`config.mk`:
```
export PLATFORM = sky130hd
export DESIGN_NAME = msh_top
export DESIGN_NICKNAME = d
export VERILOG_FILES = /design/src/shared/msh_pkg.sv /design/src/msh_top.sv
export VERILOG_INCLUDE_DIRS = /design/src /design/src/shared
export SDC_FILE = /design/constraint.sdc
export NUM_CORES = 1
export LEC_CHECK = 0
export BUFFER_PORTS_ARGS = -buffer_cell sky130_fd_sc_hd__buf_4
export CAP_MARGIN = 20
export CELL_PAD_IN_SITES_DETAIL_PLACEMENT = 0
export CELL_PAD_IN_SITES_GLOBAL_PLACEMENT = 1
export CORE_AREA = 2 2 249 189
export CTS_CLUSTER_SIZE = 12
export DETAILED_ROUTE_END_ITERATION = 12
export DIE_AREA = 0 0 251 191
export PLACE_DENSITY = 0.47
export SYNTH_ARGS = -nofsm -noshare
export SYNTH_HDL_FRONTEND = slang
export SYNTH_SLANG_ARGS = --single-unit
```
`constraint.sdc`:
```
create_clock -name clk_sys_i -period 1.96 [get_ports clk_sys_i]
set_input_delay 0.392 -clock clk_sys_i [delete_from_list [all_inputs] [get_ports clk_sys_i]]
set_output_delay 0.392 -clock clk_sys_i [all_outputs]
set_load 0.01 [all_outputs]
```
`src/shared/msh_defines.svh`:
```
// Constants for the module serial and hold control block.
// Assumes inclusion by the top module and the bench.
`ifndef MSH_DEFINES_SVH
`define MSH_DEFINES_SVH
// AXI4-Lite register byte offsets.
`define MSH_OFF_CTRL    4'h0
`define MSH_OFF_CONFIG  4'h4
`define MSH_OFF_STATUS  4'h8
`define MSH_OFF_IDVAL   4'hc
// Control register fields.
`define MSH_CTRL_JUMPER 0
// Configuration word fields, as shifted in over the serial port.
`define MSH_CFG_OUT_EN  0
`define MSH_CFG_SRC     1
`define MSH_CFG_EDGE    2
// Status register fields.
`define MSH_ST_CHAN_LO  0
`define MSH_ST_HOLD     3
`define MSH_ST_SCAN     4
`define MSH_ST_SEL      5
// Reset values. The identification value is arbitrary.
`define MSH_RST_CTRL    32'h0000_0001
`define MSH_RST_CONFIG  32'h0000_0000
`define MSH_RST_IDVAL   32'h5a3c_0001
`define MSH_LAST_CHAN   3'h7
// Idle level of each synchronised pin, in synchroniser bit order.
`define MSH_SYNC_IDLE   8'h9d
`define MSH_ID_BITS     32
`define MSH_RESP_OKAY   2'h0
`define MSH_RESP_SLVERR 2'h2
`endif

```
`src/shared/msh_pkg.sv`:
```
// Types shared by the module serial and hold control block.
// Assumes the defines header sits beside it.
package msh_pkg;
  // Where the freeze trigger comes from.
  typedef enum logic {
    MSH_SRC_PIN   = 1'b0,
    MSH_SRC_BACKPLANE_TRIGGER_ONE = 1'b1
  } msh_src_type;
  // Sample state of the module.
  typedef enum logic {
    MSH_TRACK = 1'b0,
    MSH_HOLD  = 1'b1
  } msh_hold_type;
  typedef logic [3:0]  msh_addr_type;
  typedef logic [31:0] msh_word_type;
  typedef logic [2:0]  msh_chan_type;
endpackage

```
`src/msh_top.sv`:
```
// Serial port, hold control and channel counter of the module, with
// an AXI4-Lite slave for software. Assumes all serial and trigger
// pins are asynchronous to clk_sys_i and far slower than it.
`timescale 1ns/10ps
`include "msh_defines.svh"

// Function
// - qualifier low data, high address
// - slot zero select high targets module
// - capture serial bit on clock rise
// - advance channel on advance clock rise
// - forward advance clock and trigger pin
// - sample state driven only when enabled
// - level pin source: follow, invert trigger
// - level trigger source: both show inverse
// - pin rise holds, flag change tracks
// - trigger fall holds, flag change tracks
// - identification shifts 32 bits then zeros
// - deselect reloads identification register
// - serial output only with jumper set
// - sample state low track, high hold
// - channel zero after reset
module msh_top (
  input  wire logic              clk_sys_i,
  input  wire logic              rst_i,
  input  wire logic              ce_i,
  input  wire logic              serial_in_line_i,
  input  wire logic              serial_shift_clock_i,
  input  wire logic              data_addr_qualifier_i,
  input  wire logic              slot_zero_select_n_i,
  input  wire logic              module_select_n_i,
  input  wire logic              channel_advance_clock_i,
  input  wire logic              freeze_trigger_pin_i,
  input  wire logic              backplane_trigger_one_i,
  output logic                   serial_out_line_o,
  output logic                   serial_out_line_oe_o,
  output logic                   backplane_trigger_zero_o,
  output logic                   backplane_trigger_one_o,
  output logic                   backplane_trigger_one_oe_o,
  output logic                   freeze_trigger_pin_o,
  output logic                   freeze_trigger_pin_oe_o,
  output logic                   sample_state_o,
  output logic                   sample_state_oe_o,
  output msh_pkg::msh_chan_type  mux_channel_o,
  input  wire logic              s_axi_awvalid,
  output logic                   s_axi_awready,
  input  wire msh_pkg::msh_addr_type s_axi_awaddr,
  input  wire logic              s_axi_wvalid,
  output logic                   s_axi_wready,
  input  wire msh_pkg::msh_word_type s_axi_wdata,
  input  wire logic [3:0]        s_axi_wstrb,
  output logic                   s_axi_bvalid,
  input  wire logic              s_axi_bready,
  output logic [1:0]             s_axi_bresp,
  input  wire logic              s_axi_arvalid,
  output logic                   s_axi_arready,
  input  wire msh_pkg::msh_addr_type s_axi_araddr,
  output logic                   s_axi_rvalid,
  input  wire logic              s_axi_rready,
  output msh_pkg::msh_word_type  s_axi_rdata,
  output logic [1:0]             s_axi_rresp
);
  import msh_pkg::*;

  // Synchronisers reset to the idle pin levels so that no false edge follows reset.
  localparam logic [7:0] SYNC_IDLE = `MSH_SYNC_IDLE;

  // Pin order: clock, data, qualifier, select, slot zero, advance, pin, trigger.
  logic [7:0]   raw_in;
  logic [7:0]   meta_reg;
  logic [7:0]   sync_reg;
  logic [7:0]   prev_reg;
  logic [7:0]   rise;
  logic [7:0]   fall;
  logic         selected;
  logic         sclk_rise;
  msh_word_type ctrl_reg;
  msh_word_type cfg_reg;
  msh_word_type cfg_shift_reg;
  logic         cfg_dirty_reg;
  msh_word_type idval_reg;
  msh_word_type id_shift_reg;
  msh_chan_type chan_reg;
  logic         scan_flag_reg;
  msh_hold_type hold_reg;
  msh_hold_type hold_next;
  msh_src_type  src;
  logic         edge_mode;
  logic         wrap;
  logic         aw_full_reg;
  logic         w_full_reg;
  msh_addr_type aw_addr_reg;
  msh_word_type w_data_reg;
  msh_word_type wmask;
  msh_word_type rd_word;
  logic         rd_ok;

  assign raw_in = {backplane_trigger_one_i, freeze_trigger_pin_i,
                   channel_advance_clock_i, slot_zero_select_n_i,
                   module_select_n_i, data_addr_qualifier_i,
                   serial_in_line_i, serial_shift_clock_i};

  // Three flip-flops per pin; the first stage feeds only the second, the second and third feed the logic.
  genvar gi;
  generate
    for (gi = 0; gi < 8; gi++) begin : g_sync
      always_ff @(posedge clk_sys_i) begin
        if (rst_i) begin
          meta_reg[gi] <= SYNC_IDLE[gi];
          sync_reg[gi] <= SYNC_IDLE[gi];
          prev_reg[gi] <= SYNC_IDLE[gi];
        end else if (ce_i) begin
          meta_reg[gi] <= raw_in[gi];
          sync_reg[gi] <= meta_reg[gi];
          prev_reg[gi] <= sync_reg[gi];
        end
      end
      assign rise[gi] = sync_reg[gi] & ~prev_reg[gi];
      assign fall[gi] = ~sync_reg[gi] & prev_reg[gi];
    end
    for (gi = 0; gi < 4; gi++) begin : g_strb
      assign wmask[8*gi +: 8] = {8{s_axi_wstrb[gi]}};
    end
  endgenerate

  // Select is active low; slot zero select high means the stream is ours.
  // module targeting
  assign selected  = ~sync_reg[3] & sync_reg[4];
  assign sclk_rise = rise[0] & selected;
  assign src       = msh_src_type'(cfg_reg[`MSH_CFG_SRC]);
  assign edge_mode = cfg_reg[`MSH_CFG_EDGE];
  assign wrap      = rise[5] && (chan_reg == `MSH_LAST_CHAN);

  // Configuration shift; the live word only changes on deselect so a
  // half-written word never steers the trigger logic.
  always_ff @(posedge clk_sys_i) begin
    if (rst_i) begin
      cfg_shift_reg <= `MSH_RST_CONFIG;
      cfg_dirty_reg <= 1'b0;
      cfg_reg       <= `MSH_RST_CONFIG;
    end else if (ce_i) begin
      if (sclk_rise && !sync_reg[2]) begin
        cfg_shift_reg <= {cfg_shift_reg[30:0], sync_reg[1]};
        cfg_dirty_reg <= 1'b1;
      end else if (rise[3] && cfg_dirty_reg) begin
        cfg_reg       <= cfg_shift_reg;
        cfg_dirty_reg <= 1'b0;
      end
    end
  end

  // Identification shift: each rise presents the next bit, zeros fill in.
  always_ff @(posedge clk_sys_i) begin
    if (rst_i) begin
      id_shift_reg         <= `MSH_RST_IDVAL;
      serial_out_line_o    <= 1'b0;
      serial_out_line_oe_o <= 1'b0;
    end else if (ce_i) begin
      serial_out_line_oe_o <= ctrl_reg[`MSH_CTRL_JUMPER] & selected;
      if (sync_reg[3]) begin
        id_shift_reg      <= idval_reg;
        serial_out_line_o <= 1'b0;
      end else if (sclk_rise && sync_reg[2]) begin
        id_shift_reg      <= {id_shift_reg[30:0], 1'b0};
        serial_out_line_o <= id_shift_reg[31];
      end
    end
  end

  // Channel counter; the flag flips each time the scan wraps.
  always_ff @(posedge clk_sys_i) begin
    if (rst_i) begin
      chan_reg      <= 3'h0;
      scan_flag_reg <= 1'b0;
    end else if (ce_i && rise[5]) begin
      chan_reg <= chan_reg + 3'h1;
      if (wrap) begin
        scan_flag_reg <= ~scan_flag_reg;
      end
    end
  end

  // Next hold state. A new trigger beats a simultaneous flag change.
  always_comb begin
    hold_next = hold_reg;
    if (!edge_mode) begin
      hold_next = (src == MSH_SRC_PIN) ? msh_hold_type'(sync_reg[6])
                                       : msh_hold_type'(~sync_reg[7]);
    end else if ((src == MSH_SRC_PIN && rise[6]) ||
                 (src == MSH_SRC_BACKPLANE_TRIGGER_ONE && fall[7])) begin
      hold_next = MSH_HOLD;
    end else if (wrap) begin
      hold_next = MSH_TRACK;
    end
  end

  // Hold and sample state, the forwarded trigger pins and the mux channel output.
  always_ff @(posedge clk_sys_i) begin
    if (rst_i) begin
      hold_reg                   <= MSH_TRACK;
      sample_state_o             <= 1'b0;
      sample_state_oe_o          <= 1'b0;
      backplane_trigger_zero_o   <= 1'b0;
      backplane_trigger_one_o    <= 1'b1;
      backplane_trigger_one_oe_o <= 1'b0;
      freeze_trigger_pin_o       <= 1'b0;
      freeze_trigger_pin_oe_o    <= 1'b0;
      mux_channel_o              <= 3'h0;
    end else if (ce_i) begin
      hold_reg                   <= hold_next;
      sample_state_o             <= hold_next;
      sample_state_oe_o          <= cfg_reg[`MSH_CFG_OUT_EN];
      backplane_trigger_zero_o   <= sync_reg[5];
      backplane_trigger_one_o    <= ~sync_reg[6];
      backplane_trigger_one_oe_o <= (src == MSH_SRC_PIN);
      freeze_trigger_pin_o       <= ~sync_reg[7];
      freeze_trigger_pin_oe_o    <= (src == MSH_SRC_BACKPLANE_TRIGGER_ONE);
      mux_channel_o              <= rise[5] ? chan_reg + 3'h1 : chan_reg;
    end
  end

  // AXI write: address and data are caught in either order.
  always_ff @(posedge clk_sys_i) begin
    if (rst_i) begin
      s_axi_awready <= 1'b0;
      s_axi_wready  <= 1'b0;
      s_axi_bvalid  <= 1'b0;
      s_axi_bresp   <= `MSH_RESP_OKAY;
      aw_full_reg   <= 1'b0;
      w_full_reg    <= 1'b0;
      aw_addr_reg   <= 4'h0;
      w_data_reg    <= 32'h0000_0000;
      ctrl_reg      <= `MSH_RST_CTRL;
      idval_reg     <= `MSH_RST_IDVAL;
    end else if (ce_i) begin
      if (s_axi_awvalid && s_axi_awready) begin
        s_axi_awready <= 1'b0;
        aw_full_reg   <= 1'b1;
        aw_addr_reg   <= s_axi_awaddr;
      end else if (!aw_full_reg && !s_axi_bvalid) begin
        s_axi_awready <= 1'b1;
      end
      if (s_axi_wvalid && s_axi_wready) begin
        s_axi_wready <= 1'b0;
        w_full_reg   <= 1'b1;
        w_data_reg   <= s_axi_wdata & wmask;
      end else if (!w_full_reg && !s_axi_bvalid) begin
        s_axi_wready <= 1'b1;
      end
      if (aw_full_reg && w_full_reg && !s_axi_bvalid) begin
        aw_full_reg  <= 1'b0;
        w_full_reg   <= 1'b0;
        s_axi_bvalid <= 1'b1;
        s_axi_bresp  <= `MSH_RESP_OKAY;
        case (aw_addr_reg)
          `MSH_OFF_CTRL:   ctrl_reg  <= w_data_reg;
          `MSH_OFF_IDVAL:  idval_reg <= w_data_reg;
          `MSH_OFF_CONFIG,
          `MSH_OFF_STATUS: s_axi_bresp <= `MSH_RESP_OKAY;
          default:         s_axi_bresp <= `MSH_RESP_SLVERR;
        endcase
      end else if (s_axi_bvalid && s_axi_bready) begin
        s_axi_bvalid <= 1'b0;
      end
    end
  end

  // Read mux; configuration and status are read-only views.
  always_comb begin
    rd_ok   = 1'b1;
    rd_word = 32'h0000_0000;
    case (s_axi_araddr)
      `MSH_OFF_CTRL:   rd_word = ctrl_reg;
      `MSH_OFF_CONFIG: rd_word = cfg_reg;
      `MSH_OFF_STATUS: rd_word = {26'h0, selected, scan_flag_reg,
                                  hold_reg, chan_reg};
      `MSH_OFF_IDVAL:  rd_word = idval_reg;
      default:         rd_ok   = 1'b0;
    endcase
  end

  // AXI read channel, one read in flight.
  always_ff @(posedge clk_sys_i) begin
    if (rst_i) begin
      s_axi_arready <= 1'b0;
      s_axi_rvalid  <= 1'b0;
      s_axi_rdata   <= 32'h0000_0000;
      s_axi_rresp   <= `MSH_RESP_OKAY;
    end else if (ce_i) begin
      if (s_axi_arvalid && s_axi_arready) begin
        s_axi_arready <= 1'b0;
        s_axi_rvalid  <= 1'b1;
        s_axi_rdata   <= rd_word;
        s_axi_rresp   <= rd_ok ? `MSH_RESP_OKAY : `MSH_RESP_SLVERR;
      end else if (s_axi_rvalid && s_axi_rready) begin
        s_axi_rvalid <= 1'b0;
      end else if (!s_axi_rvalid) begin
        s_axi_arready <= 1'b1;
      end
    end
  end
endmodule

```
Yosys cells after proc, flatten, opt, wreduce, memory -nomap -nowiden:

Cells that the tools add are included.

* bits in registers: 276
* output and inout port bits: 53

* add/subtract/negate cells: 1
* eq/ne operators: 10
* muxes and demuxes: 30
* bitwise gates (word level): 19
* reduce and logical (&&, ||, !) cells: 52

Operator list (number)
* 32-bit case mux with 4 select lines: 1
* 32-bit two-way mux: 2
* 32-bit bitwise AND: 1
* 2-bit AND reduction: 15
* 1-bit two-way mux: 24
* 4-bit equality test (second input constant): 4
* 1-bit logical AND: 16
* 2-bit nonzero test: 8
* 3-bit AND reduction: 4
* 1-bit inverter: 10
* 1-bit bitwise AND: 8
* 4-bit by 3-bit equality test with 1-bit output (second input constant): 2
* 4-bit logical NOT: 2
* 4-bit OR reduction: 2
* 1-bit logical NOT: 4
* 2-bit two-way mux: 2
* 3-bit by 1-bit adder with 3-bit output (second input constant): 1
* 3-bit equality test (second input constant): 1
* 3-bit two-way mux: 1
* 3-bit by 1-bit != test with 1-bit output (second input constant): 1
* 2-bit by 1-bit != test with 1-bit output (second input constant): 1
* 2-bit != test (second input constant): 1
* 1-bit logical OR: 1

Logic depth before layout (Yosys ltp):

* depth in word-level cells: 6
* mapped depth: 6
* depth with buffers taken out: 5

Worst setup path before layout:

OpenSTA, ideal clock, no wires.

* kind: reg-to-reg
* from: register aw_addr_reg[0]
* to: register idval_reg[15]
* data arrival time: 1468 ps
* data required time: 1844 ps
* slack: 376 ps
* stages on the path, launching flop included: 7
* buffers on the path: 3
* period minus slack after synthesis: 1584 ps
* cell sequence: dfxtp_1 > or2_1 > buf_2 > or3_1 > buf_2 > buf_6 > a31o_1

* word-level cells in the longest chain between the ends: 2

Ends and longest elaborated chain
* start: declaration: line msh_top.sv:92 `msh_addr_type aw_addr_reg;`
* start signal: assignment: line msh_top.sv:239 `aw_addr_reg <= s_axi_awaddr;`
* 4-bit equality test: line msh_top.sv:255 `case (aw_addr_reg)`
* 3-bit AND reduction (no line)
* end signal: assignment: line msh_top.sv:234 `` idval_reg <= `MSH_RST_IDVAL; ``
* end signal: assignment: line msh_top.sv:257 `` `MSH_OFF_IDVAL: idval_reg <= w_data_reg; ``
* end: declaration: line msh_top.sv:81 `msh_word_type idval_reg;`

No other way between the ends.
A chain may end at the register's enable or synchronous reset.

Final worst setup path:

* from: register aw_addr_reg[0]
* to: register ctrl_reg[22]

* word-level cells in the longest chain between the ends: 2

Ends and longest elaborated chain
* 4-bit logical NOT: line msh_top.sv:255
* 3-bit AND reduction (no line)
* end signal: assignment: line msh_top.sv:233 `` ctrl_reg <= `MSH_RST_CTRL; ``
* end signal: assignment: line msh_top.sv:256 `` `MSH_OFF_CTRL: ctrl_reg <= w_data_reg; ``
* end: declaration: line msh_top.sv:77 `msh_word_type ctrl_reg;`

No other way between the ends.

==> reports/results.md <==
| Metric | Reported |
|:---|:---|
| Register bit total from synthesis | 274 |
| Clock-pin transition on the worst setup and hold timing paths | 0.06 ns |
| Sum of internal, switching and leakage power | 0.0125 W |
| Number of flops mapped to enable cells by yosys | 0 |
| Setup CP Type | reg2reg |
| Path class of the lowest-slack min-delay path | in2reg |
| IO Pins | 113 |
| Flip-flop cell with the highest count after synthesis | sky130_fd_sc_hd__dfxtp_1 |
| Area of the core region | 45600 um^2 |
| Wire length per cell | 20.6 um |
| Hold_ws | 0.0411 ns |
| Total wire length | 40200 um |
| Clock network fraction of total power | 0.488 |
| Setup Fix Bufs, Post-CTS | 0 |
| Startpoint types | flop |
| HPWL Detailed | 28200 um |
| Max Clock Freq | 0.597 GHz |
| Post-synth ARST share | 0 |
| Final Critical Period | 1.67 ns |
| Leak Pwr | 5.04 nW |
| H-Tree Level Count | 1 |
| Layout net count | 1397 |
| Post-synthesis cell count | 1251 |
| Worst ir drop on vdd | 0.512 mV |
| Area delta synth->final | 24.6% |
| Status | finished clean |
| Post-Syn Area per Cell | 9.00 um^2 |
| Proportion of power drawn by flip-flops and latches | 0.455 |
| Final sum of negative setup slack | 0 ns |
| Sequential element share of the synthesized area | 0.487 |
| Most used cells in the layout excluding fill and tap cells | sky130_fd_sc_hd__dfxtp_1 (274), sky130_fd_sc_hd__nand2_1 (167), sky130_fd_sc_hd__buf_4 (163), sky130_fd_sc_hd__a21oi_1 (113), sky130_fd_sc_hd__mux2i_1 (97) |
| Number of DRC violations after detailed-routing iteration 0 | 683 |
| Unique cell type count in the Yosys netlist | 57 |
| Number of buffers added on ports | 110 |
| RSZ-0062 raised after global routing | no |
| Worst Path Buf+Inv | 0 |
| Internal power component | 0.00954 W |
| Max Cap Viol | 0 |
| Die ar. | 47900 um^2 |
| Standard-cell rows | 68 |
| Maximum number of pins on one net before global-route repair | 46 |
| Clock latency on the worst-skew pair | 0.58 ns |
| Buffer type at the clock tree root | sky130_fd_sc_hd__clkbuf_16 |
| Reported net switching power | 0.00295 W |
| Count of antenna-violating nets left after detailed routing | 0 |
| Hold violation count in the final report | 0 |
| Clk sinks | 274 |
| 1st-pass router iterations | 5 |
| Most frequent standard cell in the layout excluding fill and tap cells | sky130_fd_sc_hd__dfxtp_1 |
| Total grt overflow | 0 |
| Die Height | 191 um |
| Crit-path cells | or2_1 > or4_1 > mux2i_1 |
| Kind of end point of the critical path | flop |
| Via-per-instance ratio | 4.88 |
| Number of warnings reported in the yosys synthesis log | 0 |
| Starting density of the core | 0.247 |
| Endpoints failing setup | 0 |
| Hold Buf Count CTS | 0 |
| Routability-driven placement congestion ratio | 0.762 |
| Clock buffers created by TritonCTS | 31 |
| Critical path's top delay family | simple AND/OR/NAND/NOR gates |
| Count of instances resized after the clock tree is built | 0 |
| Power per cell area | 890 nW/um^2 |
| Detailed-route via count | 9539 |
| Slowest cell delay on critical path | 0.68 ns |
| Number of antenna violations at the first check in global routing | 0 |
| Post-route fraction of the period consumed by the critical path | 0.855 |
| TritonCTS clock tree | built |
| Crit Path Max Fanout | 6 |
| Layout Skew | 0.0209 ns |
| Cell at the slowest stage of the critical path | sky130_fd_sc_hd__or4_1 |
| Worst Path Required | 2.40 ns |
| Endpoint arrival time on the critical path | 2.12 ns |
| Proportion of layout cells with a drive suffix above 1 | 0.188 |
| Switching power as a share of total power | 0.236 |
| First-pass GRT wire length | 60600 um |
| Summed instance area of the synthesized netlist | 11300 um^2 |
| # placed instances | 1896 |
| Global router's overall resource usage | 0.166 |
| Final cell count without fillers | 1955 |
| Die Wd | 251 um |
| Number of pins with negative max-slew slack in the final report | 0 |
| Via count of the first global-routing pass | 9261 |
| Comb power frac | 0.057 |
| # diodes | 0 |
| Number of buffers between clock root and the deepest sink | 3 |
| DRC | 0 |
## power by group through the flow
stage	registers [W]	clock network, W	logic (W)
detailed placement	0.00580	0	0.000724
CTS	0.00568	0.00629	0.000726
finish	0.00568	0.00609	0.000716
floorplan	0.00579	0	0.000383
global placement	0.00580	0	0.000722
global route	0.00568	0.00650	0.000778
## per-stage QoR
step,setup slack [ns],util,instance area (um^2)
floorplan,0.376,-,11300
global placement,-0.0908,0.284,13000
detailed placement,-0.111,0.284,13000
CTS,0.258,0.308,14000
global route,0.179,0.308,14000
finish,0.285,0.308,14000
## cell usage after synthesis, types with 2 or more instances
library cell	n	area share
sky130_fd_sc_hd__a22o_1	18	0.014
sky130_fd_sc_hd__or3b_2	3	0.0023
sky130_fd_sc_hd__mux2_2	8	0.0080
sky130_fd_sc_hd__a221oi_1	8	0.0062
sky130_fd_sc_hd__buf_4	5	0.0033
sky130_fd_sc_hd__and2_1	10	0.0056
sky130_fd_sc_hd__a211o_1	3	0.0023
sky130_fd_sc_hd__a31oi_1	25	0.014
sky130_fd_sc_hd__nor4b_1	2	0.0016
sky130_fd_sc_hd__o22ai_1	5	0.0028
sky130_fd_sc_hd__nand2b_1	22	0.012
sky130_fd_sc_hd__ha_1	2	0.0022
sky130_fd_sc_hd__nand2_1	167	0.056
sky130_fd_sc_hd__o21ai_0	44	0.020
sky130_fd_sc_hd__a22oi_1	29	0.019
sky130_fd_sc_hd__nor3_1	6	0.0027
sky130_fd_sc_hd__buf_2	36	0.016
sky130_fd_sc_hd__nor2b_1	3	0.0017
sky130_fd_sc_hd__nor3b_1	3	0.0020
sky130_fd_sc_hd__a222oi_1	6	0.0053
sky130_fd_sc_hd__nor2_1	48	0.016
sky130_fd_sc_hd__nand4_1	23	0.013
sky130_fd_sc_hd__o31ai_1	2	0.0013
sky130_fd_sc_hd__buf_6	2	0.0020
sky130_fd_sc_hd__buf_1	9	0.0030
sky130_fd_sc_hd__nand3b_1	2	0.0013
sky130_fd_sc_hd__mux2i_1	97	0.086
sky130_fd_sc_hd__or3_1	3	0.0017
sky130_fd_sc_hd__a31o_2	4	0.0031
sky130_fd_sc_hd__a21oi_1	113	0.050
sky130_fd_sc_hd__xor2_1	2	0.0016
sky130_fd_sc_hd__and3_1	4	0.0022
sky130_fd_sc_hd__and4b_1	2	0.0018
sky130_fd_sc_hd__inv_1	4	0.0013
sky130_fd_sc_hd__dfxtp_1	274	0.49
sky130_fd_sc_hd__nand3_1	92	0.041
sky130_fd_sc_hd__nand4b_1	3	0.0023
sky130_fd_sc_hd__a211oi_1	4	0.0027
sky130_fd_sc_hd__o2bb2ai_1	26	0.020
sky130_fd_sc_hd__o211ai_1	2	0.0013
sky130_fd_sc_hd__nor4_1	23	0.013
sky130_fd_sc_hd__a31o_1	18	0.014
sky130_fd_sc_hd__clkbuf_1	75	0.025
## worst min-delay path, cell delays in order
cell and delay, ns:
sky130_fd_sc_hd__buf_4 0.08, sky130_fd_sc_hd__mux2i_1 0.05, sky130_fd_sc_hd__nand2_1 0.06
## path summary, 6_finish.rpt
path	start	end	slack [ns]	cells past startpoint
worst max-delay path	aw_addr_reg[0]$_SDFFE_PP0P_	ctrl_reg[22]$_SDFFE_PP0P_	0.29	3
worst min-delay path	serial_shift_clock_i	meta_reg[0]$_SDFFE_PP1P_	0.04	3
worst max register to register	aw_addr_reg[0]$_SDFFE_PP0P_	ctrl_reg[22]$_SDFFE_PP0P_	0.29	3
worst min register to register	w_data_reg[1]$_SDFFE_PP0P_	w_data_reg[1]$_SDFFE_PP0P_	0.45	2
## layout make-up
cell class	instances	area, um^2
fill	4818	31600
clock inverter	13	144
multi-input combinational	846	5230
sequential	274	5490
inverter	5	18.8
tap	595	744
timing repair buffer	177	1500
clock buffer	45	918
## logic make-up after synthesis
| logic type | synth area share |
|---|---|
| AND/OR/NAND/NOR | 0.185 |
| buffers and inverters | 0.0510 |
| flip-flops | 0.487 |
| other | 0.000333 |
| AO/OA/AOI/OAI | 0.178 |
| multiplexers | 0.0942 |
| XOR/XNOR | 0.00233 |
| adder cells (fa/ha/maj) | 0.00222 |
## routing by layer
metal / routed length (um) / vias to the layer above / track usage / part of all wire
met5: 0 / - / 0 / 0
met4: 760 / 0 / 0.0337 / 0.019
met3: 1930 / 44 / 0.0249 / 0.048
met2: 17400 / 206 / 0.248 / 0.43
met1: 20200 / 4601 / 0.249 / 0.50
li1: - / 4688 / - / -
Note: power is estimated with default switching activity, not from simulation.
